$ cat src/lift_pkg.sv
// Constants and types shared by the lift station controller
// Function
// - Every discrete input is active high: one means the contact is on.
// - Fail-safe alarm inputs are normal when on; open loop raises the alarm.
// - Conditioned alarms are always one while the alarm condition is present.
// - Lead/lag pumping; lead advances to another pump whenever all pumps stop.
// - A started lag pump keeps running until level reaches the stop level.
// - Lead moves at once to the next available pump if lead becomes unavailable.
// - Each pump has a start counter and an accumulating run time.
// - With a meter, flow is its analog value; volume counts totalizer pulses.
// - Without a meter, flow is curve times running pumps; volume integrates it.
// - When armed, any door switch activation sounds the horn at once.
// - Two door switch operations within 30 seconds acknowledge the horn.
// - Failing the gesture inside the window raises the intrusion alarm.
// - After acknowledgement, entry monitoring re-arms itself after 30 minutes.
// - Supervisory master polls; the station only answers as a slave.
// - Slave address configurable: storm 10-49, domestic 50-99.
package lift_pkg;
  // ----------------------------------------------------------------
  // Timing
  // ----------------------------------------------------------------
  localparam int unsigned CLK_HZ = 250_000_000;
  localparam int unsigned TICK_S = 1;
  localparam int unsigned TICK_CYCLES = CLK_HZ * TICK_S;
  localparam int unsigned SEC_W = 12;
  localparam logic [SEC_W-1:0] ACK_WINDOW_S = 12'h01e;
  localparam logic [SEC_W-1:0] REARM_MIN = 12'h01e;
  localparam logic [SEC_W-1:0] REARM_S = 12'(REARM_MIN * 12'h03c);
  localparam logic [1:0] ACK_PRESSES = 2'h2;

  // ----------------------------------------------------------------
  // Station address ranges
  // ----------------------------------------------------------------
  localparam logic [7:0] STORM_ADDR_LO = 8'h0a;
  localparam logic [7:0] STORM_ADDR_HI = 8'h31;
  localparam logic [7:0] DOM_ADDR_LO = 8'h32;
  localparam logic [7:0] DOM_ADDR_HI = 8'h63;

  // ----------------------------------------------------------------
  // Poll map and status word layout
  // ----------------------------------------------------------------
  localparam int unsigned DATA_W = 16;
  localparam logic [3:0] REG_STATUS = 4'h0;
  localparam logic [3:0] REG_FLOW = 4'h1;
  localparam logic [3:0] REG_VOL_LO = 4'h2;
  localparam logic [3:0] REG_VOL_HI = 4'h3;
  localparam logic [3:0] REG_START_BASE = 4'h4;
  localparam logic [3:0] REG_RUN_BASE = 4'h8;
  localparam int unsigned ST_HORN = 0;
  localparam int unsigned ST_INTR = 1;
  localparam int unsigned ST_ARMED = 2;
  localparam int unsigned ST_HIALM = 3;
  localparam int unsigned ST_CMD = 4;
  localparam int unsigned ST_AVAIL = 8;
  localparam int unsigned ST_FAULT = 12;

  typedef enum logic [1:0] {
    ENT_ARMED,
    ENT_HORN,
    ENT_ALARM,
    ENT_DISARMED
  } entry_state_type;
endpackage : lift_pkg

$ cat src/pin_sync.sv
// Three-stage pin synchroniser with agreement filter
`timescale 1ns/10ps
`default_nettype none
module pin_sync #(
  parameter int W = 1,
  parameter logic [W-1:0] RST_VAL = '0
) (
  // Clock and reset
  input wire logic ref_clk_i,
  input wire logic rstn_i,
  // Pins and conditioned levels
  input wire logic [W-1:0] pin_i,
  output logic [W-1:0] level_o
);
  typedef struct packed {
    logic [W-1:0] s1;
    logic [W-1:0] s2;
    logic [W-1:0] s3;
    logic [W-1:0] q;
  } sync_type;

  sync_type s_r, s_nxt;

  // A change counts only once the second and third stages agree
  always_comb begin
    s_nxt = s_r;
    s_nxt.s1 = pin_i;
    s_nxt.s2 = s_r.s1;
    s_nxt.s3 = s_r.s2;
    s_nxt.q = (s_r.s2 & s_r.s3) | (s_r.q & (s_r.s2 ^ s_r.s3));
  end

  always_ff @(posedge ref_clk_i or negedge rstn_i) begin
    if (!rstn_i) begin
      s_r <= {RST_VAL, RST_VAL, RST_VAL, RST_VAL};
    end else begin
      s_r <= s_nxt;
    end
  end

  assign level_o = s_r.q;
endmodule : pin_sync
`default_nettype wire

$ cat src/lift_station_ctrl.sv
// Lift station pump sequencing, entry monitoring and poll answer
`timescale 1ns/10ps
`default_nettype none
module lift_station_ctrl #(
  parameter int NPUMP = 2,
  parameter int CNT_W = 16,
  parameter int TIME_W = 32,
  parameter int VOL_W = 32,
  parameter int unsigned TICK_CYCLES = lift_pkg::TICK_CYCLES,
  parameter logic [15:0] PULSE_VOL = 16'h0001
) (
  // Clock and reset
  input wire logic ref_clk_i,
  input wire logic rstn_i,
  // Pump field inputs (raw pins)
  input wire logic [NPUMP-1:0] pump_running_indication_i,
  input wire logic [NPUMP-1:0] pump_auto_selector_state_i,
  input wire logic [NPUMP-1:0] pump_fault_indication_i,
  input wire logic high_level_float_i,
  input wire logic door_security_switch_i,
  input wire logic totalizer_pulse_i,
  // Analog words and configuration
  input wire logic [15:0] wet_well_level_signal_i,
  input wire logic [15:0] start_level_i,
  input wire logic [15:0] lag_start_level_i,
  input wire logic [15:0] stop_level_i,
  input wire logic meter_fitted_i,
  input wire logic [15:0] meter_flow_i,
  input wire logic [15:0] pump_curve_flow_i,
  input wire logic intrusion_clear_i,
  // Poll port
  input wire logic storm_station_i,
  input wire logic [7:0] station_addr_i,
  input wire logic poll_valid_i,
  input wire logic [7:0] poll_addr_i,
  input wire logic [3:0] poll_reg_i,
  output logic resp_valid_o,
  output logic [lift_pkg::DATA_W-1:0] resp_data_o,
  output logic addr_ok_o,
  // Pump and alarm outputs
  output logic [NPUMP-1:0] pump_run_command_o,
  output logic [NPUMP-1:0] pump_available_indication_o,
  output logic [NPUMP-1:0] pump_fault_alarm_o,
  output logic high_level_alarm_o,
  output logic [15:0] outlet_flow_rate_o,
  output logic [VOL_W-1:0] pumped_volume_total_o,
  output logic horn_o,
  output logic intrusion_alarm_o,
  output logic entry_armed_o
);
  import lift_pkg::*;

  localparam int PIDX_W = (NPUMP > 1) ? $clog2(NPUMP) : 1;
  localparam int TICK_W = $clog2(TICK_CYCLES + 1);
  localparam int RAW_W = 3 * NPUMP + 3;

  typedef struct packed {
    logic [TICK_W-1:0] tick_cnt;
    logic tick;
    logic [NPUMP-1:0] fault;
    logic [NPUMP-1:0] avail;
    logic [NPUMP-1:0] cmd;
    logic [NPUMP-1:0] run_prev;
    logic [PIDX_W-1:0] lead;
    logic lead_on;
    logic lag_on;
    logic [NPUMP-1:0][CNT_W-1:0] starts;
    logic [NPUMP-1:0][TIME_W-1:0] runtime;
    logic [15:0] flow;
    logic [VOL_W-1:0] volume;
    logic pulse_prev;
    logic hi_alarm;
    entry_state_type ent;
    logic [SEC_W-1:0] ent_sec;
    logic [1:0] presses;
    logic door_prev;
    logic horn;
    logic intrusion;
    logic armed;
    logic addr_ok;
    logic resp_valid;
    logic [DATA_W-1:0] resp_data;
  } state_type;

  state_type s_r, s_nxt;
  logic [RAW_W-1:0] raw_lvl;
  logic [NPUMP-1:0] run_lvl, auto_lvl, fault_lvl;
  logic hi_lvl, door_lvl, pulse_lvl;

  // Door and alarm loops idle high; reset value avoids false alarms
  pin_sync #(.W(RAW_W), .RST_VAL({{NPUMP{1'b0}}, {NPUMP{1'b0}},
      {NPUMP{1'b1}}, 3'h6})) pin_sync_i (
    .ref_clk_i(ref_clk_i),
    .rstn_i(rstn_i),
    .pin_i({pump_running_indication_i, pump_auto_selector_state_i,
            pump_fault_indication_i, high_level_float_i,
            door_security_switch_i, totalizer_pulse_i}),
    .level_o(raw_lvl)
  );
  assign {run_lvl, auto_lvl, fault_lvl, hi_lvl, door_lvl, pulse_lvl} = raw_lvl;

  function automatic logic [PIDX_W-1:0] next_avail(
      input logic [PIDX_W-1:0] from, input logic [NPUMP-1:0] av);
    logic [PIDX_W-1:0] r;
    int idx;
    r = from;
    for (int k = NPUMP - 1; k >= 1; k--) begin
      idx = (int'(from) + k) % NPUMP;
      if (av[idx]) begin
        r = PIDX_W'(idx);
      end
    end
    return r;
  endfunction : next_avail

  // ----------------------------------------------------------------
  // Next state
  // ----------------------------------------------------------------
  always_comb begin
    logic [NPUMP-1:0] new_cmd;
    logic [PIDX_W-1:0] lag;
    logic [15:0] flow_est;
    logic door_hit;
    logic match;
    s_nxt = s_r;
    new_cmd = '0;
    flow_est = '0;
    match = 1'b0;
    lag = '0;
    door_hit = 1'b0;
    // One-second enable
    s_nxt.tick = 1'b0;
    if (s_r.tick_cnt == TICK_W'(TICK_CYCLES - 1)) begin
      s_nxt.tick_cnt = '0;
      s_nxt.tick = 1'b1;
    end else begin
      s_nxt.tick_cnt = s_r.tick_cnt + 1'b1;
    end
    // Fail-safe loops: open circuit is the alarm
    s_nxt.fault = ~fault_lvl;
    s_nxt.hi_alarm = ~hi_lvl;
    // Fault or not-in-auto removes a pump
    s_nxt.avail = auto_lvl & fault_lvl;
    // Level bands
    if (wet_well_level_signal_i <= stop_level_i) begin
      s_nxt.lead_on = 1'b0;
      s_nxt.lag_on = 1'b0;
    end else begin
      if (wet_well_level_signal_i >= start_level_i) begin
        s_nxt.lead_on = 1'b1;
      end
      if (wet_well_level_signal_i >= lag_start_level_i) begin
        s_nxt.lag_on = 1'b1;
      end
    end
    // Lead leaves an unavailable pump at once
    if (!s_nxt.avail[s_r.lead]) begin
      s_nxt.lead = next_avail(s_r.lead, s_nxt.avail);
    end
    lag = next_avail(s_nxt.lead, s_nxt.avail);
    for (int i = 0; i < NPUMP; i++) begin
      new_cmd[i] = s_nxt.avail[i] &
          ((s_nxt.lead_on && PIDX_W'(i) == s_nxt.lead) ||
           (s_nxt.lag_on && PIDX_W'(i) == lag && lag != s_nxt.lead));
    end
    s_nxt.cmd = new_cmd;
    // Alternate lead when every pump has stopped
    if ((|s_r.cmd) && !(|new_cmd)) begin
      s_nxt.lead = next_avail(s_nxt.lead, s_nxt.avail);
    end
    // Start counts and run time per pump
    s_nxt.run_prev = run_lvl;
    for (int i = 0; i < NPUMP; i++) begin
      if (run_lvl[i] && !s_r.run_prev[i]) begin
        s_nxt.starts[i] = s_r.starts[i] + 1'b1;
      end
      if (run_lvl[i] && s_r.tick) begin
        s_nxt.runtime[i] = s_r.runtime[i] + 1'b1;
      end
      if (run_lvl[i]) begin
        flow_est = flow_est + pump_curve_flow_i;
      end
    end
    s_nxt.pulse_prev = pulse_lvl;
    if (meter_fitted_i) begin
      s_nxt.flow = meter_flow_i;
      if (pulse_lvl && !s_r.pulse_prev) begin
        s_nxt.volume = s_r.volume + VOL_W'(PULSE_VOL);
      end
    end else begin
      s_nxt.flow = flow_est;
      if (s_r.tick) begin
        s_nxt.volume = s_r.volume + VOL_W'(flow_est);
      end
    end
    // Entry monitoring; normally-closed switch opens on activation
    s_nxt.door_prev = ~door_lvl;
    door_hit = ~door_lvl & ~s_r.door_prev;
    if (intrusion_clear_i) begin
      s_nxt.intrusion = 1'b0;
    end
    unique case (s_r.ent)
      ENT_ARMED: begin
        // Window opens at the first activation
        if (door_hit) begin
          s_nxt.ent = ENT_HORN;
          s_nxt.horn = 1'b1;
          s_nxt.ent_sec = '0;
          s_nxt.presses = 2'h1;
        end
      end
      ENT_HORN: begin
        if (door_hit) begin
          s_nxt.presses = s_r.presses + 1'b1;
        end
        if (door_hit && s_r.presses + 1'b1 >= ACK_PRESSES) begin
          s_nxt.ent = ENT_DISARMED;
          s_nxt.horn = 1'b0;
          s_nxt.ent_sec = '0;
        end else if (s_r.tick) begin
          if (s_r.ent_sec == ACK_WINDOW_S - 1'b1) begin
            s_nxt.ent = ENT_ALARM;
            s_nxt.intrusion = 1'b1;
          end else begin
            s_nxt.ent_sec = s_r.ent_sec + 1'b1;
          end
        end
      end
      ENT_ALARM: begin
        if (intrusion_clear_i) begin
          s_nxt.ent = ENT_ARMED;
          s_nxt.horn = 1'b0;
        end
      end
      ENT_DISARMED: begin
        if (s_r.tick) begin
          if (s_r.ent_sec == REARM_S - 1'b1) begin
            s_nxt.ent = ENT_ARMED;
            s_nxt.intrusion = 1'b0;
          end else begin
            s_nxt.ent_sec = s_r.ent_sec + 1'b1;
          end
        end
      end
    endcase
    s_nxt.armed = (s_nxt.ent == ENT_ARMED);
    // Address legal for the station type
    s_nxt.addr_ok = storm_station_i ?
        (station_addr_i >= STORM_ADDR_LO && station_addr_i <= STORM_ADDR_HI) :
        (station_addr_i >= DOM_ADDR_LO && station_addr_i <= DOM_ADDR_HI);
    // Answer only a poll addressed here
    match = poll_valid_i && s_r.addr_ok && poll_addr_i == station_addr_i;
    s_nxt.resp_valid = match;
    if (match) begin
      s_nxt.resp_data = '0;
      if (poll_reg_i == REG_STATUS) begin
        s_nxt.resp_data[ST_HORN] = s_r.horn;
        s_nxt.resp_data[ST_INTR] = s_r.intrusion;
        s_nxt.resp_data[ST_ARMED] = (s_r.ent == ENT_ARMED);
        s_nxt.resp_data[ST_HIALM] = s_r.hi_alarm;
        s_nxt.resp_data[ST_CMD +: NPUMP] = s_r.cmd;
        s_nxt.resp_data[ST_AVAIL +: NPUMP] = s_r.avail;
        s_nxt.resp_data[ST_FAULT +: NPUMP] = s_r.fault;
      end else if (poll_reg_i == REG_FLOW) begin
        s_nxt.resp_data = s_r.flow;
      end else if (poll_reg_i == REG_VOL_LO) begin
        s_nxt.resp_data = s_r.volume[DATA_W-1:0];
      end else if (poll_reg_i == REG_VOL_HI) begin
        s_nxt.resp_data = DATA_W'(s_r.volume >> DATA_W);
      end else begin
        for (int i = 0; i < NPUMP; i++) begin
          if (poll_reg_i == REG_START_BASE + 4'(i)) begin
            s_nxt.resp_data = DATA_W'(s_r.starts[i]);
          end
          if (poll_reg_i == REG_RUN_BASE + 4'(i)) begin
            s_nxt.resp_data = DATA_W'(s_r.runtime[i]);
          end
        end
      end
    end
  end

  always_ff @(posedge ref_clk_i or negedge rstn_i) begin
    if (!rstn_i) begin
      s_r <= '0;
      // Monitoring is armed from power-up
      s_r.armed <= 1'b1;
    end else begin
      s_r <= s_nxt;
    end
  end

  // ----------------------------------------------------------------
  // Outputs
  // ----------------------------------------------------------------
  assign pump_run_command_o = s_r.cmd;
  assign pump_available_indication_o = s_r.avail;
  assign pump_fault_alarm_o = s_r.fault;
  assign high_level_alarm_o = s_r.hi_alarm;
  assign outlet_flow_rate_o = s_r.flow;
  assign pumped_volume_total_o = s_r.volume;
  assign horn_o = s_r.horn;
  assign intrusion_alarm_o = s_r.intrusion;
  assign entry_armed_o = s_r.armed;
  assign resp_valid_o = s_r.resp_valid;
  assign resp_data_o = s_r.resp_data;
  assign addr_ok_o = s_r.addr_ok;

  // ----------------------------------------------------------------
  // Checks
  // ----------------------------------------------------------------
  property p_unavail_idle;
    @(posedge ref_clk_i) disable iff (!rstn_i)
      (pump_fault_alarm_o != '0) |->
          ((pump_run_command_o & pump_fault_alarm_o) == '0);
  endproperty
  a_unavail_idle: assert property (p_unavail_idle)
    else $error("Faulted pump commanded to run");

  property p_fault_pol;
    @(posedge ref_clk_i) disable iff (!rstn_i)
      $fell(fault_lvl[NPUMP-1]) |=> pump_fault_alarm_o[NPUMP-1];
  endproperty
  a_fault_pol: assert property (p_fault_pol)
    else $error("Open fault loop not flagged");

  property p_horn_on;
    @(posedge ref_clk_i) disable iff (!rstn_i)
      (s_r.ent == ENT_ARMED && !door_lvl && !s_r.door_prev) |=> horn_o;
  endproperty
  a_horn_on: assert property (p_horn_on)
    else $error("Horn not sounded on door activation");

  property p_ack;
    @(posedge ref_clk_i) disable iff (!rstn_i)
      (s_r.ent == ENT_HORN && s_r.presses == 2'h1 &&
          !door_lvl && !s_r.door_prev)
      |=> (!horn_o && s_r.ent == ENT_DISARMED);
  endproperty
  a_ack: assert property (p_ack)
    else $error("Second door operation did not silence horn");

  property p_intr_time;
    @(posedge ref_clk_i) disable iff (!rstn_i)
      $rose(intrusion_alarm_o) |-> ($past(s_r.ent) == ENT_HORN &&
          $past(s_r.ent_sec) == ACK_WINDOW_S - 1'b1);
  endproperty
  a_intr_time: assert property (p_intr_time)
    else $error("Intrusion raised outside window expiry");

  property p_intr_latch;
    @(posedge ref_clk_i) disable iff (!rstn_i)
      (intrusion_alarm_o && !intrusion_clear_i && s_r.ent == ENT_ALARM)
      |=> intrusion_alarm_o;
  endproperty
  a_intr_latch: assert property (p_intr_latch)
    else $error("Intrusion alarm dropped without clear");

  property p_rearm;
    @(posedge ref_clk_i) disable iff (!rstn_i)
      (s_r.ent == ENT_DISARMED && s_r.tick && s_r.ent_sec == REARM_S - 1'b1)
      |=> entry_armed_o;
  endproperty
  a_rearm: assert property (p_rearm)
    else $error("Entry monitoring did not re-arm");

  property p_lag_hold;
    @(posedge ref_clk_i) disable iff (!rstn_i)
      (s_r.lag_on && wet_well_level_signal_i > stop_level_i) |=> s_r.lag_on;
  endproperty
  a_lag_hold: assert property (p_lag_hold)
    else $error("Lag demand dropped above stop level");

  property p_start_cnt;
    @(posedge ref_clk_i) disable iff (!rstn_i)
      (run_lvl[0] && !s_r.run_prev[0]) |=>
          s_r.starts[0] == $past(s_r.starts[0]) + 1'b1;
  endproperty
  a_start_cnt: assert property (p_start_cnt)
    else $error("Start counter missed a start");

  property p_slave_only;
    @(posedge ref_clk_i) disable iff (!rstn_i)
      resp_valid_o |-> ($past(poll_valid_i) && $past(addr_ok_o) &&
          $past(poll_addr_i) == $past(station_addr_i));
  endproperty
  a_slave_only: assert property (p_slave_only)
    else $error("Answer without a matching poll");

  property p_lead_move;
    @(posedge ref_clk_i) disable iff (!rstn_i)
      (s_r.avail != '0) |-> s_r.avail[s_r.lead];
  endproperty
  a_lead_move: assert property (p_lead_move)
    else $error("Lead stayed on unavailable pump");
endmodule : lift_station_ctrl
`default_nettype wire

$ cat config.mk
export PLATFORM = sky130hd
export DESIGN_NAME = lift_station_ctrl
export DESIGN_NICKNAME = d
export VERILOG_FILES = /design/src/lift_pkg.sv /design/src/pin_sync.sv /design/src/lift_station_ctrl.sv
export SDC_FILE = /design/constraint.sdc
export NUM_CORES = 1
export LEC_CHECK = 0
export BUFFER_PORTS_ARGS = -buffer_cell sky130_fd_sc_hd__buf_2
export CAP_MARGIN = 20
export CELL_PAD_IN_SITES_DETAIL_PLACEMENT = 0
export CELL_PAD_IN_SITES_GLOBAL_PLACEMENT = 1
export CORE_AREA = 2 2 178 180
export DETAILED_ROUTE_END_ITERATION = 8
export DIE_AREA = 0 0 180 182
export PLACE_DENSITY_LB_ADDON = 0.08
export SLEW_MARGIN = 20
export SYNTH_ARGS = -nofsm -noshare
export SYNTH_HDL_FRONTEND = slang
export SYNTH_SLANG_ARGS = --single-unit
$ cat constraint.sdc
create_clock -name ref_clk_i -period 4.6 [get_ports ref_clk_i]
set_input_delay 0 -clock ref_clk_i [delete_from_list [all_inputs] [get_ports ref_clk_i]]
set_output_delay 0 -clock ref_clk_i [all_outputs]
set_load 0.02 [all_outputs]
Word level (Yosys, flattened, before mapping)
Index checks and enable logic that the tools add are counted.
- bits in registers: 260
- input bits: 131
- output and inout port bits: 76
- word-level logic and storage cells: 190
- $add $sub $neg: 12
- order comparisons: 11
- equality and inequality tests: 24
- multiplexer cells: 60
- bitwise gates (word level): 16
- reduce and logical (&&, ||, !) cells: 36
- operator list (kind ; count):
    two-way mux 16 bit ; 10
    adder 32 x 1 -> 32 bit (second input constant) ; 3
    two-way mux 32 bit ; 2
    two-way mux 48 bit ; 1
    two-way mux 14 bit ; 3
    one-hot mux 12 bit (3 select lines) ; 1
    adder 16 x 1 -> 16 bit (second input constant) ; 2
    adder 32 x 16 -> 32 bit ; 1
    greater-or-equal comparator 16 bit ; 2
    adder 28 x 1 -> 28 bit (second input constant) ; 1
    equality test 28 bit (second input constant) ; 1
    two-way mux 28 bit ; 1
    two-way mux 1 bit ; 25
    two-way mux 12 bit ; 2
    two-way mux 2 bit ; 10
    AND 9 bit ; 2
    logical AND 1 bit ; 17
    adder 16 bit ; 1
    <= comparator 16 bit ; 1
    adder 12 x 1 -> 12 bit (second input constant) ; 1
    equality test 12 x 11 -> 1 bit (second input constant) ; 1
    equality test 12 x 5 -> 1 bit (second input constant) ; 1
    != test 2 bit (second input constant) ; 6
    OR 9 bit ; 1
    other kinds (41) ; 63

Longest topological paths before layout
- word-level depth: 22
- gate-level depth with buffers: 16
- depth with buffers taken out: 13

Hierarchy
From an unflattened synthesis, not the netlist that was laid out.
- cells, all modules: 1340
- area, all modules: 13255.2 µm²
- modules (own cells, without submodules) (module ; times used ; cells each ; area an instance (µm²) ; seq. area each (µm²)):
    lift_station_ctrl ; 1 ; 1277 ; 12086.6 ; 4805.9
    pin_sync ; 1 ; 63 ; 1168.6 ; 920.9

Worst setup path after synthesis
Ideal clock, no wire load.
- kind: register to register
- start point: register pin_sync_i.s_r, in the netlist pin_sync_i.level_o[8]
- end point: register s_r, in the netlist pumped_volume_total_o[16]
- library setup time: 0.101 ns
- arrival: 3.327 ns
- path slack: 1.172 ns
- stages on the path, launching flop included: 15
- path buffers: 5
- clock period less this slack: 3.428 ns
- path through: dfrtp_1 > clkbuf_1 > buf_1 > mux2i_1 > a211oi_1 > ha_1 > clkbuf_1 > a21oi_1 > o21ai_0 > or3_1 > or3_1 > buf_2 > and2_4 > buf_6 > o311ai_2
- word-level cells in the longest chain between the ends: 4
- ends and longest elaborated chain (item ; RTL line ; RTL):
    start, declared ; pin_sync.sv:22 ; sync_type s_r, s_nxt;
    start signal, assigned ; pin_sync.sv:35 ; s_r <= {RST_VAL, RST_VAL, RST_VAL, RST_VAL};
    start signal, assigned ; pin_sync.sv:37 ; s_r <= s_nxt;
    two-way mux 16 bit ; lift_station_ctrl.sv:180 ; if (run_lvl[i]) begin
    adder 32 x 16 -> 32 bit ; lift_station_ctrl.sv:193 ; s_nxt.volume = s_r.volume + VOL_W'(flow_est);
    two-way mux 32 bit ; lift_station_ctrl.sv:192 ; if (s_r.tick) begin
    two-way mux 48 bit ; lift_station_ctrl.sv:185 ; if (meter_fitted_i) begin
    end signal, assigned ; lift_station_ctrl.sv:289 ; s_r <= s_nxt;
    end, declared ; lift_station_ctrl.sv:85 ; state_type s_r, s_nxt;
No other way between the ends. The select of a mux whose other input is x is not followed.
A chain may end at the register's enable or synchronous reset.

Final worst setup path
- start point: register pin_sync_i.s_r, in the netlist pin_sync_i.level_o[7]
- end point: register s_r, in the netlist pumped_volume_total_o[18]
- word-level cells in the longest chain between the ends: 6
- ends and longest elaborated chain (item ; RTL line ; RTL):
    two-way mux 16 bit (*) ; lift_station_ctrl.sv:180 ;
    adder 16 bit ; lift_station_ctrl.sv:181 ; flow_est = flow_est + pump_curve_flow_i;
    two-way mux 16 bit (*) ; lift_station_ctrl.sv:180 ;
    adder 32 x 16 -> 32 bit (*) ; lift_station_ctrl.sv:193 ;
    two-way mux 32 bit (*) ; lift_station_ctrl.sv:192 ;
    two-way mux 48 bit (*) ; lift_station_ctrl.sv:185 ;
Mark *: on every way between the ends. The rest lies on a longest branch, timed or not. The select of a mux whose other input is x is not followed.

==> key figures <==
Clock network
  • Root Buffer Master: clkbuf_16
  • Clk_lat worst skew: between 0.5 and 0.6 ns
  • Clock-pin transition on the worst setup and hold timing paths: roughly 0.06 ns
  • Max clock buf depth: 3
  • TritonCTS clock tree: built
  • # H-tree levels: 1
  • Clk sink count: around 230
  • Postcts setup bufs: 0
  • CTS Buf Count: 26

Yosys
  • Net count of the mapped netlist: 1605
  • Synth warn: 0
  • Sequential cell area fraction in the yosys report: 42.85%
  • Yosys cell types: between 70 and 80
  • Area leader, netlist: dfrtp_1
  • Post-Syn Instances: ~1400
  • Synth Register Bits: 228
  • Top FF cell, synth: dfrtp_1
  • Synth area leaders: dfrtp_1 40%, ha_1 7.9%, xnor2_1 4.7%
  • Share of the synthesized area in the top cell type: 39.51%
  • Mean Syn Cell Area: 9.622 sq um
  • Synth async-reset ratio: 100.0%
  • Mapped cell area: between 10000 and 15000 sq um
  • Post-synth EDFFs: 0

Finish
  • Layout Nets: 1774
  • Commonest non-fill, non-tap cells in the layout: 211 x dfrtp_1, 205 x buf_2, 116 x nand2_1, 86 x nor2_1, 84 x ha_1
  • Filler cells: roughly 2900
  • Final core occ: 50.51%
  • Share of cells above drive strength 1: a little under a fifth
  • Non-Filler Instances: 1982
  • Leading cell type in the layout, fill and taps excluded: dfrtp_1
  • P&R area growth vs syn: 17.10%

Placed design
  • Routability cong.: 0.8254
  • Port buffer count: approximately 200
  • # placed instances: 1893
  • Detail Placement HPWL: between 20000 and 30000 um

Worst setup path
  • Crit path DAT: 4.17 ns
  • Worst setup SP type: flop
  • RR Startpoint: pin_sync_i.level_o[7]
  • Reg2reg setup slack: 0.85 ns
  • Worst path most repeated cell: or3_1
  • Crit Path Max Fanout: 25
  • Slowest-stage cell, CP: dfrtp_1
  • Critical Path Sink Type: flop
  • R2R depth: 10
  • WS Path Type: flop to flop
  • Reg-to-Reg End: pumped_volume_total_o[18]
  • Critical path, cell by cell: buf_4 > a21oi_1 > a211oi_1 > ha_1 > nand4_1 > o21ai_0 > or3_1 > or3_1 > and2_4 > o311ai_2
  • CP Data Required Time: between 5 and 6 ns
  • Worst path max stage delay: ~0.85 ns

Power
  • P_leak: 0.007609 uW
  • PwrDens: between 400 and 500 nW/um^2
  • VDD IR-drop max: between 200 and 250 uV
  • Overall power: 6296 uW

Route
  • First-pass DRT Iterations: 5
  • DRT antenna net count: 0
  • Total Wirelength: approximately 37000 um
  • WL/cell: 18.61 um
  • # DRC: 0
  • Via count: between 10000 and 15000
  • Vias per inst: 5.391
  • Initial DRC Count: about 850

Flow run
  • Maxcap violations: 0

Die
  • Die ar.: 32760 sq um
  • Initial Utilization: 43.13%
  • I/O pin count: 207
  • Die Height: 182 um
  • Floorplan core area: 30990 sq um
  • Floorplan row count: between 60 and 70
  • Die Span X: 180 um

Hold path
  • Hold path cells: 4
  • HP Class: primary input to flop
  • Min-Delay Startpoint: pump_curve_flow_i[13]
  • Hold Path Sink: outlet_flow_rate_o[13]

STA
  • Hold_ws: 0.02611 ns
  • Final setup fails: 0
  • Fmax: 266.7 MHz
  • Count of final hold-check violations: 0
  • Final period util: 81.51%
  • Count of pins over their slew limit: 0
  • Crit path time final: 3.749 ns
  • Slew HR: 34.81%
  • Setup TNS Final: 0 ns
  • Slew @ Worst Pin: around 0.97 ns
  • Fin Clk Skew: between 0.03 and 0.04 ns
  • RSZ-0062 raised after global routing: no

Global routing
  • Vias in the first global route: 10420
  • First-pass GRT wire length: 58910 um
  • Global-route usage over all layers: between 20% and 30%
  • Grt ovf: 0
  • Initial antenna violation count: 3
  • Pin count of the biggest net entering global routing: 120

Run status
  • Status: finished, final reports clean
[synthesized netlist by cell type, types with 6 or more instances]
master    count
a211oi_1     21
a221oi_1     17
nand3_1      64
nand2_1     116
mux2i_1      25
nor2b_1      19
nor3_1       22
and2_1        7
a22oi_1      10
clkbuf_1     34
a21oi_1      72
nand2b_1     13
o21ai_0      58
and3_1       21
inv_1        81
buf_4        70
buf_1         6
xnor2_1      71
mux2_2        6
nor4_1       13
dfstp_2      17
xor2_1       43
or3_1         8
dfrtp_1     211
nand4_1      32
a21o_1       40
and4_1        6
o211ai_1     12
nor2_1       86
o31ai_1       6
ha_1         84
o311ai_2      6
a31oi_1      12
[where the power goes]
group          switching, uW  internal (uW)  leakage (uW)
Clock                    820           1390      0.000450
Sequential               283           2210       0.00292
Combinational            976            616       0.00424
Total                   2080           4220       0.00761
[worst max path at each step]
stage,from,endpoint,slack [ns],cells past startpoint
after floorplan,pin_sync_i.level_o[8],pumped_volume_total_o[16],1.17,14
after global placement,pin_sync_i.level_o[7],pumped_volume_total_o[20],1.03,10
after detailed placement,pin_sync_i.level_o[7],pumped_volume_total_o[28],0.93,10
after CTS,pin_sync_i.level_o[7],pumped_volume_total_o[18],0.92,10
after global routing,pin_sync_i.level_o[7],pumped_volume_total_o[30],0.60,10
final,pin_sync_i.level_o[7],pumped_volume_total_o[18],0.85,10
[repair_timing]
action	4_1_cts	5_1_grt
hold buffers	39	0
resized for setup	0	0
hold endpoints to repair	139	0
setup endpoints to repair	0	0
[stage by stage]
stage,instance area [sq um],setup slack [ns]
6_report,15650,0.8505
5_1_grt,15650,0.6003
4_1_cts,15640,0.9166
3_5_place_dp,14320,0.9288
3_3_place_gp,14310,1.029
2_1_floorplan,13370,1.172
[worst max-delay path, delay by kind of cell (launching register included)]
kind                     cells  cell delay (ns)
AND/OR/NAND/NOR              4             1.17
adder cells (fa/ha/maj)      1             0.39
buffers and inverters        1             0.30
AO/OA/AOI/OAI                4             0.90
flip-flops                   1             0.85
[routing by layer]
metal | vias to the layer above | global-route usage, % | wire length, um
li1 | 5218 | - | -
met1 | 5127 | 32.43 | 17430
met2 | 296 | 35.68 | 16910
met3 | 43 | 3.590 | 1895
met4 | 0 | 4.878 | 653
met5 | - | 0 | 0
[flip-flops by register name, summed over array words and instances (netlist names), 2 cells and up]
signal,cells
pump_available_indication_o,2
pin_sync_i.s_r,9
outlet_flow_rate_o,16
s_r,116
pump_fault_alarm_o,2
pumped_volume_total_o,32
pump_run_command_o,2
pin_sync_i.s_nxt,18
pin_sync_i.level_o,9
resp_data_o,16
[final cells by class]
class                           instances  area (sq um)  share of cell area [%]
Timing Repair Buffer                  257          1550                   9.905
Inverter                               83         311.5                   1.991
Clock inverter                          3         90.09                  0.5756
Tap cell                              402         503.0                   3.214
Multi-Input combinational cell        962          6631                   42.37
Antenna cell                            2         5.005                 0.03198
Sequential cell                       228          5727                   36.59
Clock buffer                           45         833.3                   5.324
[cell families after synthesis]
family                     synth area share (%)
xor gates and xnor gates                  7.471
muxes                                     2.378
and+or+nand+nor                           16.15
adders and majority gates                 8.014
DFF                                       42.85
AOI/OAI and AO/OA                         15.44
buffers and inverters                     7.704
(Power assumes the default switching activity.)
